## src/rtl/epsm_regs.svh

```systemverilog
// image word addresses, field positions and defaults for the config image loader
`ifndef EPSM_REGS_SVH
`define EPSM_REGS_SVH
`define EPSM_IMG_NSR_P0        8'h50
`define EPSM_IMG_NSR_P1        8'h52
`define EPSM_IMG_NSR_P2        8'h54
`define EPSM_IMG_LLC_P0        8'h58
`define EPSM_IMG_LLC_P1        8'h5a
`define EPSM_IMG_LLC_P2        8'h5c
`define EPSM_IMG_SLOT_P0       8'h60
`define EPSM_IMG_SLOT_P1       8'h62
`define EPSM_IMG_SLOT_P2       8'h64
`define EPSM_NSR_DEFAULT       16'h00ff
`define EPSM_LLC_DEFAULT       16'h0004
`define EPSM_SLOT_DEFAULT_P0   16'hfe02
`define EPSM_SLOT_DEFAULT_P1   16'hfe12
`define EPSM_SLOT_DEFAULT_P2   16'hfe22
`define EPSM_REG_CTRL          8'h00
`define EPSM_REG_STATUS        8'h01
`define EPSM_REG_IMG_ADDR      8'h02
`define EPSM_REG_IMG_DATA      8'h03
`define EPSM_REG_PORT_SEL      8'h04
`define EPSM_REG_CFG_40        8'h10
`define EPSM_REG_CFG_44        8'h11
`define EPSM_REG_CFG_D0        8'h12
`define EPSM_REG_CFG_144       8'h13
`define EPSM_REG_CFG_CC        8'h14
`define EPSM_REG_CFG_154       8'h15
`define EPSM_REG_CFG_LLC       8'h16
`define EPSM_CTRL_DONE_BIT     0
`define EPSM_CTRL_VALID_BIT    1
`endif

```

## src/rtl/epsm_pkg.sv

```systemverilog
// types for the config image loader
package epsm_pkg;
  typedef enum logic [1:0] {
    EPSM_IDLE = 2'b01,
    EPSM_DONE = 2'b10
  } epsm_state_t;

  typedef struct packed {
    logic [15:0] nsr;
    logic [15:0] llc;
    logic [15:0] slot;
  } epsm_port_img_t;

  typedef struct packed {
    epsm_state_t        st;
    epsm_port_img_t [2:0] img;
    logic [7:0]         img_addr;
    logic [1:0]         port_sel;
    logic [31:0]        rdata;
    logic               cfg_ready;
  } epsm_state_s_t;
endpackage

```

## src/rtl/epsm_loader.sv

```systemverilog
// image-to-configuration field loader for three switch ports
//
// Implementation choice: the address-and-strobe port.
`timescale 1ns/100ps
`include "epsm_regs.svh"
// Overview of operation
// aux current from image bits 3:1
// image bit 4 to D1 support
// image bit 5 to D2 support
// PME D1/D2 support from bits 7:6
// PM data from image bits 15:8
// ports 1,2 skip-soft-reset from words 52h,54h
// port 0 slot clock from word 60h
// device-specific init from image bit 2
// VC1 low-priority count from bit 3
// logical port number from bits 6:4
// TC-to-VC0 map from bits 15:9
// port 0 skip-soft-reset from word 50h
// fields ready first; defaults without image
module epsm_loader (
  input  wire logic        core_clk,   // 25 MHz core clock
  input  wire logic        resetn,     // async reset, active low
  input  wire logic [7:0]  addr,       // register index
  input  wire logic [31:0] wdata,      // write data
  input  wire logic        wr,         // write strobe
  input  wire logic        rd,         // read strobe
  output logic      [31:0] rdata,      // read data, cycle after rd
  output logic             cfg_ready   // ports may accept config requests
);
  import epsm_pkg::*;

  epsm_state_s_t s_r;
  epsm_state_s_t s_nxt;

  localparam logic [2:0][15:0] SLOT_DEF = {`EPSM_SLOT_DEFAULT_P2, `EPSM_SLOT_DEFAULT_P1,
                                           `EPSM_SLOT_DEFAULT_P0};

  // mapped configuration fields of one port
  function automatic logic [31:0] cfg40(input epsm_port_img_t p);
    cfg40 = 32'h0;
    cfg40[24:22] = p.nsr[3:1];
    cfg40[25]    = p.nsr[4];
    cfg40[26]    = p.nsr[5];
    cfg40[29:28] = p.nsr[7:6];
    cfg40[21]    = p.slot[2];
  endfunction

  function automatic logic [31:0] cfg44(input epsm_port_img_t p);
    cfg44 = 32'h0;
    cfg44[31:24] = p.nsr[15:8];
    cfg44[3]     = p.nsr[0];
  endfunction

  function automatic logic [31:0] cfg_sel(input epsm_port_img_t p, input logic [7:0] a);
    cfg_sel = 32'h0;
    case (a)
      `EPSM_REG_CFG_40:  cfg_sel = cfg40(p);
      `EPSM_REG_CFG_44:  cfg_sel = cfg44(p);
      `EPSM_REG_CFG_D0:  cfg_sel = {3'h0, p.slot[1], 28'h0};
      `EPSM_REG_CFG_144: cfg_sel = {27'h0, p.slot[3], 4'h0};
      `EPSM_REG_CFG_CC:  cfg_sel = {5'h0, p.slot[6:4], 24'h0};
      `EPSM_REG_CFG_154: cfg_sel = {24'h0, p.slot[15:9], 1'b0};
      `EPSM_REG_CFG_LLC: cfg_sel = {16'h0, p.llc};
      default:           cfg_sel = 32'h0;
    endcase
  endfunction

  // image word address to port and word kind
  function automatic logic [3:0] img_decode(input logic [7:0] a);
    case (a)
      `EPSM_IMG_NSR_P0:  img_decode = 4'h0;
      `EPSM_IMG_NSR_P1:  img_decode = 4'h1;
      `EPSM_IMG_NSR_P2:  img_decode = 4'h2;
      `EPSM_IMG_LLC_P0:  img_decode = 4'h4;
      `EPSM_IMG_LLC_P1:  img_decode = 4'h5;
      `EPSM_IMG_LLC_P2:  img_decode = 4'h6;
      `EPSM_IMG_SLOT_P0: img_decode = 4'h8;
      `EPSM_IMG_SLOT_P1: img_decode = 4'h9;
      `EPSM_IMG_SLOT_P2: img_decode = 4'ha;
      default:           img_decode = 4'hf;
    endcase
  endfunction

  logic [3:0] dec;
  assign dec = img_decode(s_r.img_addr);

  always_comb begin
    s_nxt = s_r;
    s_nxt.rdata = 32'h0;
    if (wr) begin
      case (addr)
        `EPSM_REG_CTRL: begin
          // loader finished; invalid image restores defaults
          if (wdata[`EPSM_CTRL_DONE_BIT] && s_r.st == EPSM_IDLE) begin
            s_nxt.st = EPSM_DONE;
            s_nxt.cfg_ready = 1'b1;
            if (!wdata[`EPSM_CTRL_VALID_BIT]) begin
              for (int i = 0; i < 3; i++) begin
                s_nxt.img[i].nsr  = `EPSM_NSR_DEFAULT;
                s_nxt.img[i].llc  = `EPSM_LLC_DEFAULT;
                s_nxt.img[i].slot = SLOT_DEF[i];
              end
            end
          end
        end
        `EPSM_REG_IMG_ADDR: s_nxt.img_addr = wdata[7:0];
        `EPSM_REG_IMG_DATA: begin
          // image words land only before the ports open
          if (s_r.st == EPSM_IDLE && dec != 4'hf) begin
            case (dec[3:2])
              2'h0:    s_nxt.img[dec[1:0]].nsr  = wdata[15:0];
              2'h1:    s_nxt.img[dec[1:0]].llc  = wdata[15:0];
              default: s_nxt.img[dec[1:0]].slot = wdata[15:0];
            endcase
          end
        end
        `EPSM_REG_PORT_SEL: s_nxt.port_sel = (wdata[1:0] == 2'h3) ? 2'h0 : wdata[1:0];
        default: ;
      endcase
    end
    if (rd) begin
      case (addr)
        `EPSM_REG_CTRL:      s_nxt.rdata = 32'h0;
        `EPSM_REG_STATUS:    s_nxt.rdata = {30'h0, s_r.st == EPSM_DONE, s_r.cfg_ready};
        `EPSM_REG_IMG_ADDR:  s_nxt.rdata = {24'h0, s_r.img_addr};
        `EPSM_REG_PORT_SEL:  s_nxt.rdata = {30'h0, s_r.port_sel};
        default:             s_nxt.rdata = cfg_sel(s_r.img[s_r.port_sel], addr);
      endcase
    end
  end

  always_ff @(posedge core_clk or negedge resetn) begin
    if (!resetn) begin
      s_r.st        <= EPSM_IDLE;
      s_r.img[0]    <= {`EPSM_NSR_DEFAULT, `EPSM_LLC_DEFAULT, `EPSM_SLOT_DEFAULT_P0};
      s_r.img[1]    <= {`EPSM_NSR_DEFAULT, `EPSM_LLC_DEFAULT, `EPSM_SLOT_DEFAULT_P1};
      s_r.img[2]    <= {`EPSM_NSR_DEFAULT, `EPSM_LLC_DEFAULT, `EPSM_SLOT_DEFAULT_P2};
      s_r.img_addr  <= 8'h00;
      s_r.port_sel  <= 2'h0;
      s_r.rdata     <= 32'h0;
      s_r.cfg_ready <= 1'b0;
    end else begin
      s_r <= s_nxt;
    end
  end

  assign rdata     = s_r.rdata;
  assign cfg_ready = s_r.cfg_ready;

  a_ready_needs_done: assert property (@(posedge core_clk) disable iff (!resetn)
    s_r.cfg_ready |-> s_r.st == EPSM_DONE) else $error("ready before load done");
  a_ready_sticks: assert property (@(posedge core_clk) disable iff (!resetn)
    s_r.cfg_ready |=> s_r.cfg_ready) else $error("ready dropped");
  a_img_frozen: assert property (@(posedge core_clk) disable iff (!resetn)
    (s_r.st == EPSM_DONE && $past(s_r.st) == EPSM_DONE) |-> $stable(s_r.img)) else $error("image changed");
  a_pm_cap_map: assert property (@(posedge core_clk) disable iff (!resetn)
    (rd && addr == `EPSM_REG_CFG_40) |=> rdata[29:21] ==
      {$past(s_r.img[s_r.port_sel].nsr[7:6]), 1'b0, $past(s_r.img[s_r.port_sel].nsr[5:1]),
       $past(s_r.img[s_r.port_sel].slot[2])}) else $error("pm cap field wrong");
  a_pm_data_map: assert property (@(posedge core_clk) disable iff (!resetn)
    (rd && addr == `EPSM_REG_CFG_44) |=>
      rdata == {$past(s_r.img[s_r.port_sel].nsr[15:8]), 20'h0, $past(s_r.img[s_r.port_sel].nsr[0]), 3'h0})
    else $error("pm data field wrong");
  a_slot_clk_map: assert property (@(posedge core_clk) disable iff (!resetn)
    (rd && addr == `EPSM_REG_CFG_D0) |=> rdata[28] == $past(s_r.img[s_r.port_sel].slot[1]))
    else $error("slot clock wrong");
  a_vc_map: assert property (@(posedge core_clk) disable iff (!resetn)
    (rd && addr == `EPSM_REG_CFG_154) |=> rdata[7:1] == $past(s_r.img[s_r.port_sel].slot[15:9]))
    else $error("tc map wrong");
  a_port_num_map: assert property (@(posedge core_clk) disable iff (!resetn)
    (rd && addr == `EPSM_REG_CFG_CC) |=> rdata[26:24] == $past(s_r.img[s_r.port_sel].slot[6:4]))
    else $error("port number wrong");
  a_low_pri_vc_map: assert property (@(posedge core_clk) disable iff (!resetn)
    (rd && addr == `EPSM_REG_CFG_144) |=> rdata[4] == $past(s_r.img[s_r.port_sel].slot[3]))
    else $error("low priority vc count wrong");
  a_nsr_p1_load: assert property (@(posedge core_clk) disable iff (!resetn)
    (wr && addr == `EPSM_REG_IMG_DATA && s_r.st == EPSM_IDLE && s_r.img_addr == `EPSM_IMG_NSR_P1)
      |=> s_r.img[1].nsr == $past(wdata[15:0])) else $error("port1 word not loaded");
  a_nsr_p0_load: assert property (@(posedge core_clk) disable iff (!resetn)
    (wr && addr == `EPSM_REG_IMG_DATA && s_r.st == EPSM_IDLE && s_r.img_addr == `EPSM_IMG_NSR_P0)
      |=> s_r.img[0].nsr == $past(wdata[15:0])) else $error("port0 word not loaded");
  a_rdata_idle: assert property (@(posedge core_clk) disable iff (!resetn)
    !$past(rd) |-> rdata == 32'h0) else $error("stray read data");

  // per-port loads, default restore and field views
  for (genvar g = 0; g < 3; g++) begin : g_port
    localparam logic [7:0] NSR_A  = 8'(`EPSM_IMG_NSR_P0 + 2 * g);
    localparam logic [7:0] LLC_A  = 8'(`EPSM_IMG_LLC_P0 + 2 * g);
    localparam logic [7:0] SLOT_A = 8'(`EPSM_IMG_SLOT_P0 + 2 * g);
    localparam logic [1:0] SEL    = 2'(g);

    logic img_wr;
    logic restore;
    assign img_wr  = wr && addr == `EPSM_REG_IMG_DATA && s_r.st == EPSM_IDLE;
    assign restore = wr && addr == `EPSM_REG_CTRL && wdata[`EPSM_CTRL_DONE_BIT]
                     && !wdata[`EPSM_CTRL_VALID_BIT] && s_r.st == EPSM_IDLE;

    a_nsr_load: assert property (@(posedge core_clk) disable iff (!resetn)
      (img_wr && s_r.img_addr == NSR_A)
      |=> s_r.img[g].nsr == $past(wdata[15:0]))
      else $error("pm word not loaded");

    a_llc_load: assert property (@(posedge core_clk) disable iff (!resetn)
      (img_wr && s_r.img_addr == LLC_A)
      |=> s_r.img[g].llc == $past(wdata[15:0]))
      else $error("link word not loaded");

    a_slot_load: assert property (@(posedge core_clk) disable iff (!resetn)
      (img_wr && s_r.img_addr == SLOT_A)
      |=> s_r.img[g].slot == $past(wdata[15:0]))
      else $error("slot word not loaded");

    a_nsr_restore: assert property (@(posedge core_clk) disable iff (!resetn)
      restore
      |=> s_r.img[g].nsr == `EPSM_NSR_DEFAULT)
      else $error("pm word default lost");

    a_llc_restore: assert property (@(posedge core_clk) disable iff (!resetn)
      restore
      |=> s_r.img[g].llc == `EPSM_LLC_DEFAULT)
      else $error("link word default lost");

    a_slot_restore: assert property (@(posedge core_clk) disable iff (!resetn)
      restore
      |=> s_r.img[g].slot == SLOT_DEF[g])
      else $error("slot word default lost");

    a_aux_cur_view: assert property (@(posedge core_clk) disable iff (!resetn)
      (rd && addr == `EPSM_REG_CFG_40 && s_r.port_sel == SEL)
      |=> rdata[24:22] == $past(s_r.img[g].nsr[3:1]))
      else $error("aux current wrong");

    a_d1_view: assert property (@(posedge core_clk) disable iff (!resetn)
      (rd && addr == `EPSM_REG_CFG_40 && s_r.port_sel == SEL)
      |=> rdata[25] == $past(s_r.img[g].nsr[4]))
      else $error("d1 support wrong");

    a_d2_view: assert property (@(posedge core_clk) disable iff (!resetn)
      (rd && addr == `EPSM_REG_CFG_40 && s_r.port_sel == SEL)
      |=> rdata[26] == $past(s_r.img[g].nsr[5]))
      else $error("d2 support wrong");

    a_pme_view: assert property (@(posedge core_clk) disable iff (!resetn)
      (rd && addr == `EPSM_REG_CFG_40 && s_r.port_sel == SEL)
      |=> rdata[29:28] == $past(s_r.img[g].nsr[7:6]))
      else $error("pme support wrong");

    a_dsi_view: assert property (@(posedge core_clk) disable iff (!resetn)
      (rd && addr == `EPSM_REG_CFG_40 && s_r.port_sel == SEL)
      |=> rdata[21] == $past(s_r.img[g].slot[2]))
      else $error("dev init flag wrong");

    a_pm_rsvd_zero: assert property (@(posedge core_clk) disable iff (!resetn)
      (rd && addr == `EPSM_REG_CFG_40 && s_r.port_sel == SEL)
      |=> rdata[31:30] == 2'h0 && rdata[27] == 1'b0 && rdata[20:0] == 21'h0)
      else $error("pm cap unmapped bits set");

    a_pm_data_view: assert property (@(posedge core_clk) disable iff (!resetn)
      (rd && addr == `EPSM_REG_CFG_44 && s_r.port_sel == SEL)
      |=> rdata[31:24] == $past(s_r.img[g].nsr[15:8]))
      else $error("pm data wrong");

    a_skip_rst_view: assert property (@(posedge core_clk) disable iff (!resetn)
      (rd && addr == `EPSM_REG_CFG_44 && s_r.port_sel == SEL)
      |=> rdata[3] == $past(s_r.img[g].nsr[0]))
      else $error("skip soft reset wrong");

    a_cfg44_rsvd_zero: assert property (@(posedge core_clk) disable iff (!resetn)
      (rd && addr == `EPSM_REG_CFG_44 && s_r.port_sel == SEL)
      |=> rdata[23:4] == 20'h0 && rdata[2:0] == 3'h0)
      else $error("pm data unmapped bits set");

    a_slot_clk_view: assert property (@(posedge core_clk) disable iff (!resetn)
      (rd && addr == `EPSM_REG_CFG_D0 && s_r.port_sel == SEL)
      |=> rdata == {3'h0, $past(s_r.img[g].slot[1]), 28'h0})
      else $error("slot clock view wrong");

    a_low_pri_vc_view: assert property (@(posedge core_clk) disable iff (!resetn)
      (rd && addr == `EPSM_REG_CFG_144 && s_r.port_sel == SEL)
      |=> rdata == {27'h0, $past(s_r.img[g].slot[3]), 4'h0})
      else $error("low priority vc view wrong");

    a_port_num_view: assert property (@(posedge core_clk) disable iff (!resetn)
      (rd && addr == `EPSM_REG_CFG_CC && s_r.port_sel == SEL)
      |=> rdata == {5'h0, $past(s_r.img[g].slot[6:4]), 24'h0})
      else $error("port number view wrong");

    a_tc_map_view: assert property (@(posedge core_clk) disable iff (!resetn)
      (rd && addr == `EPSM_REG_CFG_154 && s_r.port_sel == SEL)
      |=> rdata == {24'h0, $past(s_r.img[g].slot[15:9]), 1'b0})
      else $error("tc map view wrong");

    a_llc_view: assert property (@(posedge core_clk) disable iff (!resetn)
      (rd && addr == `EPSM_REG_CFG_LLC && s_r.port_sel == SEL)
      |=> rdata == {16'h0, $past(s_r.img[g].llc)})
      else $error("link word view wrong");
  end

  a_ready_on_done: assert property (@(posedge core_clk) disable iff (!resetn)
    (wr && addr == `EPSM_REG_CTRL && wdata[`EPSM_CTRL_DONE_BIT] && s_r.st == EPSM_IDLE)
    |=> s_r.cfg_ready && s_r.st == EPSM_DONE)
    else $error("ready not raised on done");

  a_done_holds: assert property (@(posedge core_clk) disable iff (!resetn)
    s_r.st == EPSM_DONE
    |=> s_r.st == EPSM_DONE)
    else $error("load state left done");

  a_late_word_ignored: assert property (@(posedge core_clk) disable iff (!resetn)
    (wr && addr == `EPSM_REG_IMG_DATA && s_r.st == EPSM_DONE)
    |=> $stable(s_r.img))
    else $error("late image word landed");

  a_port_sel_clamp: assert property (@(posedge core_clk) disable iff (!resetn)
    (wr && addr == `EPSM_REG_PORT_SEL && wdata[1:0] == 2'h3)
    |=> s_r.port_sel == 2'h0)
    else $error("port select not clamped");

  a_img_addr_load: assert property (@(posedge core_clk) disable iff (!resetn)
    (wr && addr == `EPSM_REG_IMG_ADDR)
    |=> s_r.img_addr == $past(wdata[7:0]))
    else $error("image address not loaded");

  a_status_view: assert property (@(posedge core_clk) disable iff (!resetn)
    (rd && addr == `EPSM_REG_STATUS)
    |=> rdata == {30'h0, $past(s_r.st == EPSM_DONE), $past(s_r.cfg_ready)})
    else $error("status view wrong");

  a_unmapped_zero: assert property (@(posedge core_clk) disable iff (!resetn)
    (rd && (addr == `EPSM_REG_CTRL || addr == `EPSM_REG_IMG_DATA
            || (addr > `EPSM_REG_PORT_SEL && addr < `EPSM_REG_CFG_40) || addr > `EPSM_REG_CFG_LLC))
    |=> rdata == 32'h0)
    else $error("unmapped index read nonzero");

  c_load_done: cover property (@(posedge core_clk) disable iff (!resetn) $rose(s_r.cfg_ready));
  c_word_load: cover property (@(posedge core_clk) disable iff (!resetn)
    wr && addr == `EPSM_REG_IMG_DATA && s_r.st == EPSM_IDLE && dec != 4'hf);
  c_cfg_read: cover property (@(posedge core_clk) disable iff (!resetn)
    rd && addr == `EPSM_REG_CFG_40 && s_r.cfg_ready);
  c_invalid_image: cover property (@(posedge core_clk) disable iff (!resetn)
    wr && addr == `EPSM_REG_CTRL && wdata[`EPSM_CTRL_DONE_BIT] && !wdata[`EPSM_CTRL_VALID_BIT]);
  c_port2_view: cover property (@(posedge core_clk) disable iff (!resetn)
    rd && addr == `EPSM_REG_CFG_154 && s_r.port_sel == 2'h2);
endmodule

```

## config.mk

```make
export PLATFORM = sky130hd
export DESIGN_NAME = epsm_loader
export DESIGN_NICKNAME = d
export VERILOG_FILES = /design/src/rtl/epsm_pkg.sv /design/src/rtl/epsm_loader.sv
export VERILOG_INCLUDE_DIRS = /design/src /design/src/rtl
export SDC_FILE = /design/constraint.sdc
export NUM_CORES = 1
export LEC_CHECK = 0
export ABC_AREA = 0
export BUFFER_PORTS_ARGS = -buffer_cell sky130_fd_sc_hd__buf_4
export CAP_MARGIN = 20
export CORE_MARGIN = 8
export CORE_UTILIZATION = 60
export DETAILED_ROUTE_END_ITERATION = 10
export HOLD_SLACK_MARGIN = 0.12
export PLACE_DENSITY_LB_ADDON = 0.08
export SLEW_MARGIN = 10
export SYNTH_ARGS = -nofsm -noshare
export SYNTH_HDL_FRONTEND = slang
export SYNTH_SLANG_ARGS = --single-unit
```

## constraint.sdc

```tcl
create_clock -name core_clk -period 3.15 [get_ports core_clk]
set_input_delay 0.945 -clock core_clk [delete_from_list [all_inputs] [get_ports core_clk]]
set_output_delay 0.945 -clock core_clk [all_outputs]
set_load 0.005 [all_outputs]
```

==> metrics.cfg, run 1 <==
[power_and_ir_drop]
p_sw_frac=0.237
power_uw=4610
irDropWorstVdd_mv=0.357
power_switching_uw=1090
p_leak_uw=0.00425
p_per_area_nw_per_um2=473
comb_power_share=0.052
clockPowerShare=0.449
seq_power_share=0.499
internal-power_uw=3520

[clocking]
cts_setup_buffers=0
cts_max_level=4
cts_tree=yes
clockBufferDepth=2
ctsHoldBuffers=0
cts_resized=0
cts_inserted_buffers=17
cts_sinks=174
clk_latency_ns=0.44
path_clk_slew_ns=0.07
cts-root-buf=clkbuf_16

[floorplanning]
ios=77
fp.dieH_um=135
die_x_um=135
start_util=0.611
core_um2=13800
die_area_um2=18100
fp-row-count=43

[global_route]
grt_overflow=0
grtUsageTotal=0.280
antenna_found_initial=0
grt_max_degree=72
grt_pass1_wl_um=39400
first_global_vias=6889

[job]
maxCapViolCount=0

[route]
vias=6624
wl_per_cell_um=24.3
wirelength_um=24300
antenna_left=0
avgViaCountPerCell=6.62
detail_route.first_pass.iterations=5
drc_errors=0
drt-initial-drc-count=666

[critical_path]
crit_required_ns=3.52
cp-start-kind=input pin
crit_end=s_r[138]
timing.rr.start=s_r[40]
cp-end-kind=flip-flop
r2r_cells=6
r2r-end=s_r[101]
r2r_slack_ns=0.53
startpoint=addr[7]
arrival_ns=3.17
cp_max_fo=8
timing_worst_setup_path_type=input pin to flip-flop

[timing]
worstMarginPinSlew_ns=0.691
min_period_ns=2.80
fmax_ghz=0.357
max_slew_margin=0.537
timing.final.ws_setup_ns=0.349
setup_viol=0
fin_crit_sh=0.889
drv_slew=0
hold_violations=0
rsz0062_at_grt=false
fin_skew_ns=0.0168

[run_status]
status=completed

[yosys]
synth-seq-area-share=0.524
synthesis.area_um2=8440
synth-async-reset-ratio=1.00
postSynthAreaPerCell_um2=11.1
synth_cell_types=56
synth_edf_count=0
ys_warn_count=0
syn_inst=758
synth_flop_cell=dfrtp_1
ys_ff_latch=174

[finish]
antenna-diode-count=0
syn_to_final_growth_pct=15.5
nets=851
final_cells=1000
drive_gt1_frac=0.289

[placement]
dpl.cell_count=968
gp_congestion=0.939
hpwlAfterDp_um=16800
dp_slack_ns=-0.0698
numPortBuffers=55

[worst_hold_path]
worstHoldPathType=flip-flop to flip-flop

[Yosys cell counts (9+ instances only)]
cell      instances  area share
mux2_2           23       0.031
a22o_1          100        0.10
dfrtp_1         120        0.36
o22a_1           25       0.026
mux2i_1          50       0.059
o21ai_0          43       0.025
nor2_1           40       0.018
nor3_1           11      0.0065
nand3_1          13      0.0077
buf_4            32       0.028
dfstp_2          54        0.17
nor2b_1           9      0.0067
clkbuf_1         34       0.015
nand2_1          39       0.017
buf_1            15      0.0067
a21oi_1          39       0.023
[through the flow]
| step | hold slack (ns) | setup TNS [ns] | area (um2) | util |
|---|---|---|---|---|
| 2_1_floorplan | 0.428 | 0 | 8460 | - |
| 3_3_place_gp | 0.438 | -0.114 | 9170 | 0.663 |
| 3_5_place_dp | 0.443 | -0.869 | 9170 | 0.663 |
| 4_1_cts | 0.455 | 0 | 9750 | 0.705 |
| 5_1_grt | 0.490 | 0 | 9750 | 0.705 |
| 6_report | 0.456 | 0 | 9750 | 0.705 |
[power groups by stage]
stage | clock [uW] | combinational [uW] | sequential, uW
after detailed placement | 0 | 239 | 2340
after global routing | 2190 | 260 | 2310
after floorplan | 0 | 119 | 2330
after CTS | 2100 | 240 | 2300
after global placement | 0 | 232 | 2340
final | 2070 | 239 | 2300
[sequential cells by signal (all words and copies together) (netlist names)]
signal,cells
rdata,27
s_r,147
[layout make-up]
cell class	count	area (um2)
Timing Repair Buffer	114	947
Clock buffer	21	470
Inverter	3	11.3
Multi-Input combinational cell	497	3570
Clock inverter	11	106
Fill cell	1023	4080
Sequential cell	174	4420
Tap cell	180	225
[cell usage in the layout (no fill, tap or decap), types with 3 or more instances in the layout]
cell / instances
nand2_1: 39
or2_2: 3
nor2_1: 40
nor2b_1: 8
inv_1: 3
nor4_1: 5
clkbuf_16: 17
clkinv_2: 3
nor3_1: 11
nand2b_1: 6
dfstp_2: 54
and3_1: 3
or4_1: 3
conb_1: 5
mux2_2: 23
clkinvlp_4: 4
o211ai_1: 4
nand3_1: 13
a32oi_1: 4
buf_4: 106
o21a_1: 3
a211oi_1: 5
a221oi_1: 8
a22o_1: 100
a22oi_1: 4
a21oi_1: 39
o2bb2ai_1: 8
or3_1: 5
mux2i_1: 50
a31oi_1: 4
o21ai_1: 3
o21ai_0: 43
nor3_2: 4
buf_12: 7
dfrtp_1: 119
o22a_1: 25
clkbuf_8: 3
[per-layer routing]
layer / wire length, um / GRT usage
met4: 1010 / 0.150
met5: 0 / 0
met2: 11500 / 0.427
met3: 1620 / 0.0520
met1: 10100 / 0.373
[cells by family after synthesis]
family	count (synthesis)	share of synthesized area
DFF	174	0.524
buffers and inverters	91	0.0557
and+or+nand+nor	155	0.0947
AOI/OAI and AO/OA	264	0.235
muxes	73	0.0900
other	1	0.000444
[how the worst min path moves through the flow]
stage	start	cells past startpoint	to	slack, ns
after CTS	s_r[187]	2	s_r[187]	0.46
after global placement	s_r[187]	2	s_r[187]	0.44
after global routing	s_r[187]	2	s_r[187]	0.49
after detailed placement	s_r[187]	2	s_r[187]	0.44
after floorplan	s_r[187]	2	s_r[187]	0.43
final	s_r[187]	2	s_r[187]	0.46
[worst max-delay path, cell delays in order]
cell	delay [ns]
buf_4	0.11
or4_1	0.60
nor4_4	0.41
buf_4	0.20
nand2_1	0.21
o31ai_2	0.31
buf_4	0.22
a22o_1	0.16
Note: power is estimated with default switching activity, not from simulation.
==> run 2: changes to the inputs <==
--- a/config.mk
+++ b/config.mk
@@ -9,7 +9,7 @@
 export ABC_AREA = 0
 export BUFFER_PORTS_ARGS = -buffer_cell sky130_fd_sc_hd__buf_4
 export CAP_MARGIN = 20
-export CORE_MARGIN = 8
+export CORE_MARGIN = 2
 export CORE_UTILIZATION = 60
 export DETAILED_ROUTE_END_ITERATION = 10
 export HOLD_SLACK_MARGIN = 0.12
==> metrics.cfg, run 2 (synthesis gave the netlist of run 1 again) <==
[finish]
syn_to_final_growth_pct=15.5  ; about the same
nets=848  ; -0.35%
top_regs=s_r (147), rdata (27)
final_common_cell=dfrtp_1
drive_gt1_frac=0.283  ; -0.00628
final_area_um2=9750  ; about the same
largest_reg_flops=147  ; unchanged
antenna-diode-count=0  ; unchanged
post-route-util=0.705  ; about the same
layout_common_cells=dfrtp_1 (119), buf_4 (104), a22o_1 (100), dfstp_2 (54), mux2i_1 (50)
regMostFlops=s_r
nFillCells=1014  ; -0.88%

[timing]
fin_crit_sh=0.883  ; -0.00565
rsz0062_at_grt=false
fmax_ghz=0.359  ; +0.64%
drv_slew=0  ; unchanged
fin_skew_ns=0.0132  ; -0.00353 ns
worstMarginPinSlew_ns=0.799  ; +0.108 ns
setup_viol=0  ; unchanged
max_slew_margin=0.462  ; -0.0747
hold_slack_ns=0.439  ; -0.0165 ns
min_period_ns=2.78  ; -0.0178 ns
hold_violations=0  ; unchanged

[critical_path]
cp-start-kind=input pin
timing_worst_setup_path_type=input pin to flip-flop
arrival_ns=3.15  ; -0.02 ns
crit_top_cell=buf_4
path_cells=buf_4 > or4_1 > nor4_4 > buf_4 > nand2_1 > o31ai_2 > buf_4 > a22o_1
cp_max_fo=8  ; unchanged
r2r_slack_ns=0.51  ; -0.02 ns
r2r_cells=6  ; unchanged
r2r-end=s_r[46]
slowest_delay_ns=0.59  ; about the same
timing.rr.start=s_r[40]
cp_slowest_cell=or4_1
crit_required_ns=3.52  ; about the same
cp-end-kind=flip-flop

[global_route]
grt_overflow=0  ; unchanged
grt_pass1_wl_um=37400  ; -5.1%
first_global_vias=6605  ; -4.1%
grtUsageTotal=0.336  ; +0.0561
antenna_found_initial=1  ; +1
grt_max_degree=50  ; -31%

[placement]
hpwlAfterDp_um=16400  ; -2.0%
gp_congestion=0.928  ; -1.1%
placed_area_um2=9140  ; -0.38%
numPortBuffers=55  ; unchanged

[clocking]
cts_max_level=4  ; unchanged
clockBufferDepth=2  ; unchanged
cts_resized=0  ; unchanged
ctsHoldBuffers=0  ; unchanged
clk_latency_ns=0.44  ; about the same
cts_tree=yes
cts-root-buf=clkbuf_16
cts_sinks=174  ; unchanged
cts_inserted_buffers=17  ; unchanged
path_clk_slew_ns=0.07  ; about the same
cts_setup_buffers=0  ; unchanged

[route]
antenna_left=0  ; unchanged
avgViaCountPerCell=6.73  ; +1.6%
drt-initial-drc-count=721  ; +8.3%
detail_route.first_pass.iterations=5  ; unchanged
drc_errors=0  ; unchanged
vias=6711  ; +1.3%
wl_per_cell_um=24.0  ; -1.1%
wirelength_um=23900  ; -1.4%

[floorplanning]
ios=77  ; unchanged
fp.dieH_um=123  ; -8.9%
die_x_um=123  ; -8.9%
die_area_um2=15000  ; -17%
fp-row-count=43  ; unchanged
core_um2=13800  ; unchanged
start_util=0.611  ; unchanged

[power_and_ir_drop]
comb_power_share=0.051  ; about the same
power_switching_uw=1040  ; -4.6%
clockPowerShare=0.461  ; +0.012
p_leak_uw=0.00425  ; about the same
seq_power_share=0.488  ; -0.011
p_sw_frac=0.221  ; -0.0159
power_uw=4720  ; +2.3%
p_per_area_nw_per_um2=484  ; +2.3%
irDropWorstVdd_mv=0.368  ; +3.2%
internal-power_uw=3670  ; +4.4%

[run_status]
status=completed

[job]
maxCapViolCount=0  ; unchanged

[worst_hold_path]
worstHoldPathType=input pin to asynchronous set/reset pin

[run 2: critical path: cells and delay by family]
family | cells | cell delay (ns)
AO/OA/AOI/OAI | 2 | 0.44
AND/OR/NAND/NOR | 3 | 1.21
buffers and inverters | 3 | 0.55
[run 2: cell type report]
cell class              count  area [um2]  share of cell area
multi-input cells         497        3570               0.366
inverters                   3        11.3             0.00116
well taps                 180         225              0.0231
clock buffers              24         482              0.0494
flip-flops and latches    174        4420               0.454
repair buffers            111         912              0.0936
clock inverters             8         129              0.0132
[run 2: through the flow]
stage / std cells / TNS (ns) / setup WS, ns
after floorplan: 762 / 0 / 0.0623
after global placement: 965 / -0.0000699 / -0.0000699
after detailed placement: 965 / -0.792 / -0.0471
after CTS: 997 / 0 / 0.392
after global routing: 997 / 0 / 0.277
final: 997 / 0 / 0.367
[run 2: metal layers]
metal  vias to the layer above  share of wire  global-route usage
met4                         0          0.044               0.170
met1                      3458           0.41               0.457
met2                       294           0.48               0.514
met3                        60          0.072              0.0702
met5                         -              0                   0
li1                       2899              -                   -
[run 2: worst max path at each step]
stage / depth (start not counted) / startpoint / slack [ns] / end
after detailed placement: 8 / addr[7] / -0.05 / s_r[164]
after global routing: 8 / addr[7] / 0.28 / s_r[133]
after CTS: 8 / addr[7] / 0.39 / s_r[163]
after floorplan: 7 / addr[7] / 0.06 / s_r[92]
final: 8 / addr[7] / 0.37 / s_r[133]
after global placement: 8 / addr[7] / -0.00007 / s_r[168]
[run 2: power groups by stage]
stage	Combinational [uW]	Clock, uW	Sequential, uW
after CTS	237	2200	2300
after floorplan	119	0	2330
after global placement	229	0	2340
after detailed placement	236	0	2340
after global routing	258	2300	2310
final	238	2180	2300
==> run 3: changes to the inputs <==
--- a/config.mk
+++ b/config.mk
@@ -6,11 +6,11 @@
 export SDC_FILE = /design/constraint.sdc
 export NUM_CORES = 1
 export LEC_CHECK = 0
-export ABC_AREA = 0
+export ABC_AREA = 1
 export BUFFER_PORTS_ARGS = -buffer_cell sky130_fd_sc_hd__buf_4
 export CAP_MARGIN = 20
 export CORE_MARGIN = 2
-export CORE_UTILIZATION = 60
+export CORE_UTILIZATION = 62
 export DETAILED_ROUTE_END_ITERATION = 10
 export HOLD_SLACK_MARGIN = 0.12
 export PLACE_DENSITY_LB_ADDON = 0.08
==> metrics.cfg, run 3 <==
[run_status]
status=completed

[yosys]
yosysMostFrequentCell=nand2_1
synth_cell_types=38  ; -32%
postSynthAreaPerCell_um2=6.61  ; -41%
ys_warn_count=0  ; unchanged
syn_inst=1655  ; +120%
synth-async-reset-ratio=1.00  ; unchanged
synth_edf_count=0  ; unchanged
synth_top_area_share=0.274  ; -0.0814
synthTopCellsByCount=nand2_1 (516), nor2_1 (206), inv_1 (153)
synth-seq-area-share=0.404  ; -0.120
ys_ff_latch=174  ; unchanged
synthesis.area_um2=10900  ; +30%
synth_area_leaders=dfrtp_1 (27%), nand2_1 (18%), dfstp_2 (13%)
synth_flop_cell=dfrtp_1
yosys.area.top_type=dfrtp_1

[timing]
max_slew_margin=0.372  ; -0.0898
hold_slack_ns=0.476  ; +0.0369 ns
min_period_ns=2.72  ; -0.0638 ns
fin_crit_sh=0.863  ; -0.0203
setup_viol=0  ; unchanged
rsz0062_at_grt=false
fin_setup_tns_ns=0  ; unchanged
timing.final.ws_setup_ns=0.431  ; +0.0638 ns
drv_slew=0  ; unchanged
fin_skew_ns=0.0117  ; -0.00151 ns
fmax_ghz=0.368  ; +2.3%
worstMarginPinSlew_ns=0.942  ; +0.143 ns
hold_violations=0  ; unchanged

[floorplanning]
ios=77  ; unchanged
fp.dieH_um=137  ; +12%
fp-row-count=48  ; +12%
die_area_um2=18700  ; +25%
core_um2=17300  ; +25%
die_x_um=137  ; +12%
start_util=0.633  ; +0.0223

[clocking]
clk_latency_ns=0.44  ; about the same
cts_max_level=4  ; unchanged
ctsHoldBuffers=0  ; unchanged
cts_tree=yes
cts-root-buf=clkbuf_16
cts_sinks=174  ; unchanged
cts_resized=0  ; unchanged
cts_inserted_buffers=17  ; unchanged
cts_setup_buffers=0  ; unchanged
path_clk_slew_ns=0.07  ; about the same
clockBufferDepth=2  ; unchanged

[critical_path]
path_cells=inv_1 > nand2_1 > nor2_1 > nand2_1 > nand2_1 > nor2_1 > nand2_2 > buf_4 > nand3_2 > buf_4 > nand2_1 > nand3_1 > nand2_1 > nand2_1 > nand2_1
r2r-end=s_r[68]
cp_slowest_cell=buf_4
startpoint=s_r[42]
r2r_slack_ns=0.43  ; -0.08 ns
cp-end-kind=flip-flop
cp-start-kind=flip-flop
timing.rr.start=s_r[42]
slowest_delay_ns=0.42  ; -0.17 ns
crit_end=s_r[68]
timing_worst_setup_path_type=flip-flop to flip-flop
crit_required_ns=3.53  ; about the same
cp_max_fo=32  ; +24
r2r_cells=15  ; +9
crit_top_cell=nand2_1
arrival_ns=3.09  ; -0.06 ns

[finish]
top_regs=s_r (147), rdata (27)
layout_common_cells=nand2_1 (516), nor2_1 (206), inv_1 (153), nand3_1 (129), o21ai_0 (127)
post-route-util=0.696  ; -0.00913
syn_to_final_growth_pct=9.98
largest_reg_flops=147  ; unchanged
final_common_cell=nand2_1
nFillCells=1481  ; +46%
antenna-diode-count=0  ; unchanged
nets=1690  ; +99%
regMostFlops=s_r
drive_gt1_frac=0.122  ; -0.161
register_area_um2=4420  ; about the same
multi_input_area_um2=5290  ; +48%

[job]
maxCapViolCount=0  ; unchanged

[route]
detail_route.first_pass.iterations=6  ; +1
avgViaCountPerCell=5.92  ; -12%
antenna_left=0  ; unchanged
wl_per_cell_um=18.3  ; -24%
drt-initial-drc-count=1457  ; +100%
vias=11100  ; +66%
drc_errors=0  ; unchanged
wirelength_um=34500  ; +44%

[worst_hold_path]
worstHoldPathType=input pin to asynchronous set/reset pin

[placement]
numPortBuffers=55  ; unchanged
hpwlAfterDp_um=22600  ; +38%
gp_congestion=0.981  ; +5.6%
dp_slack_ns=0.185  ; +0.232 ns

[global_route]
grt_overflow=0  ; unchanged
grt_pass1_wl_um=54000  ; +44%
first_global_vias=9889  ; +50%
grt_max_degree=81  ; +62%
antenna_found_initial=0  ; -1
grtUsageTotal=0.379  ; +0.0422

[power_and_ir_drop]
irDropWorstVdd_mv=0.363  ; -1.5%
p_leak_uw=0.00559  ; +31%
comb_power_share=0.074  ; +0.023
power_uw=4950  ; +4.9%
p_per_area_nw_per_um2=411  ; -15%
seq_power_share=0.467  ; -0.021
p_sw_frac=0.255  ; +0.0337
internal-power_uw=3690  ; +0.32%
clockPowerShare=0.460  ; about the same
power_switching_uw=1260  ; +21%

==> run 3: how the worst min path moves through the flow <==
| stage | startpoint | to | slack [ns] | cells after the start |
|---|---|---|---|---|
| 3_5_place_dp | s_r[187] | s_r[187] | 0.46 | 2 |
| 6_report | resetn | s_r[37] | 0.48 | 1 |
| 5_1_grt | s_r[159] | s_r[159] | 0.50 | 2 |
| 3_3_place_gp | s_r[187] | s_r[187] | 0.46 | 2 |
| 2_1_floorplan | s_r[187] | s_r[187] | 0.44 | 2 |
| 4_1_cts | s_r[187] | s_r[187] | 0.47 | 2 |
==> run 3: final cells by class <==
cell class                 instances  area share
clock buffer                      19      0.0376
inverter                         160      0.0499
clock inverter                    13      0.0146
multi-input combinational       1197       0.440
sequential                       174       0.367
tap                              225      0.0234
timing repair buffer              96      0.0675
==> run 3: logic make-up (layout without fill, tap and decap cells) <==
| group | after synthesis | in the layout | synth area share |
|---|---|---|---|
| other | 1 | 5 | 0.000343 |
| AOI/OAI and AO/OA | 298 | 298 | 0.149 |
| buffers and inverters | 288 | 288 | 0.115 |
| DFF | 174 | 174 | 0.404 |
| and+or+nand+nor | 894 | 894 | 0.331 |
==> run 3: stage by stage <==
stage	instance area, um2	cells
after floorplan	11000	1659
after global placement	11400	1852
after detailed placement	11400	1852
after CTS	12000	1884
after global routing	12000	1884
final	12000	1884
==> run 3: critical path: cells and delay by family (launching register included) <==
kind	cells	cell delay, ns
AND/OR/NAND/NOR	12	1.35
buffers and inverters	3	0.87
flip-flops	1	0.39
==> run 3: power groups by stage <==
stage | clock network [uW] | registers (uW) | logic (uW)
2_1_floorplan | 0 | 2340 | 180
4_1_cts | 2280 | 2310 | 354
3_5_place_dp | 0 | 2350 | 351
6_report | 2270 | 2310 | 364
5_1_grt | 2370 | 2310 | 396
3_3_place_gp | 0 | 2350 | 348
==> run 3: layer usage <==
layer / global-route usage / vias up / part of all wire
met2: 0.573 / 673 / 0.44
met1: 0.528 / 5126 / 0.41
li1: - / 5252 / -
met4: 0.149 / 0 / 0.037
met3: 0.0859 / 94 / 0.11
met5: 0 / - / 0
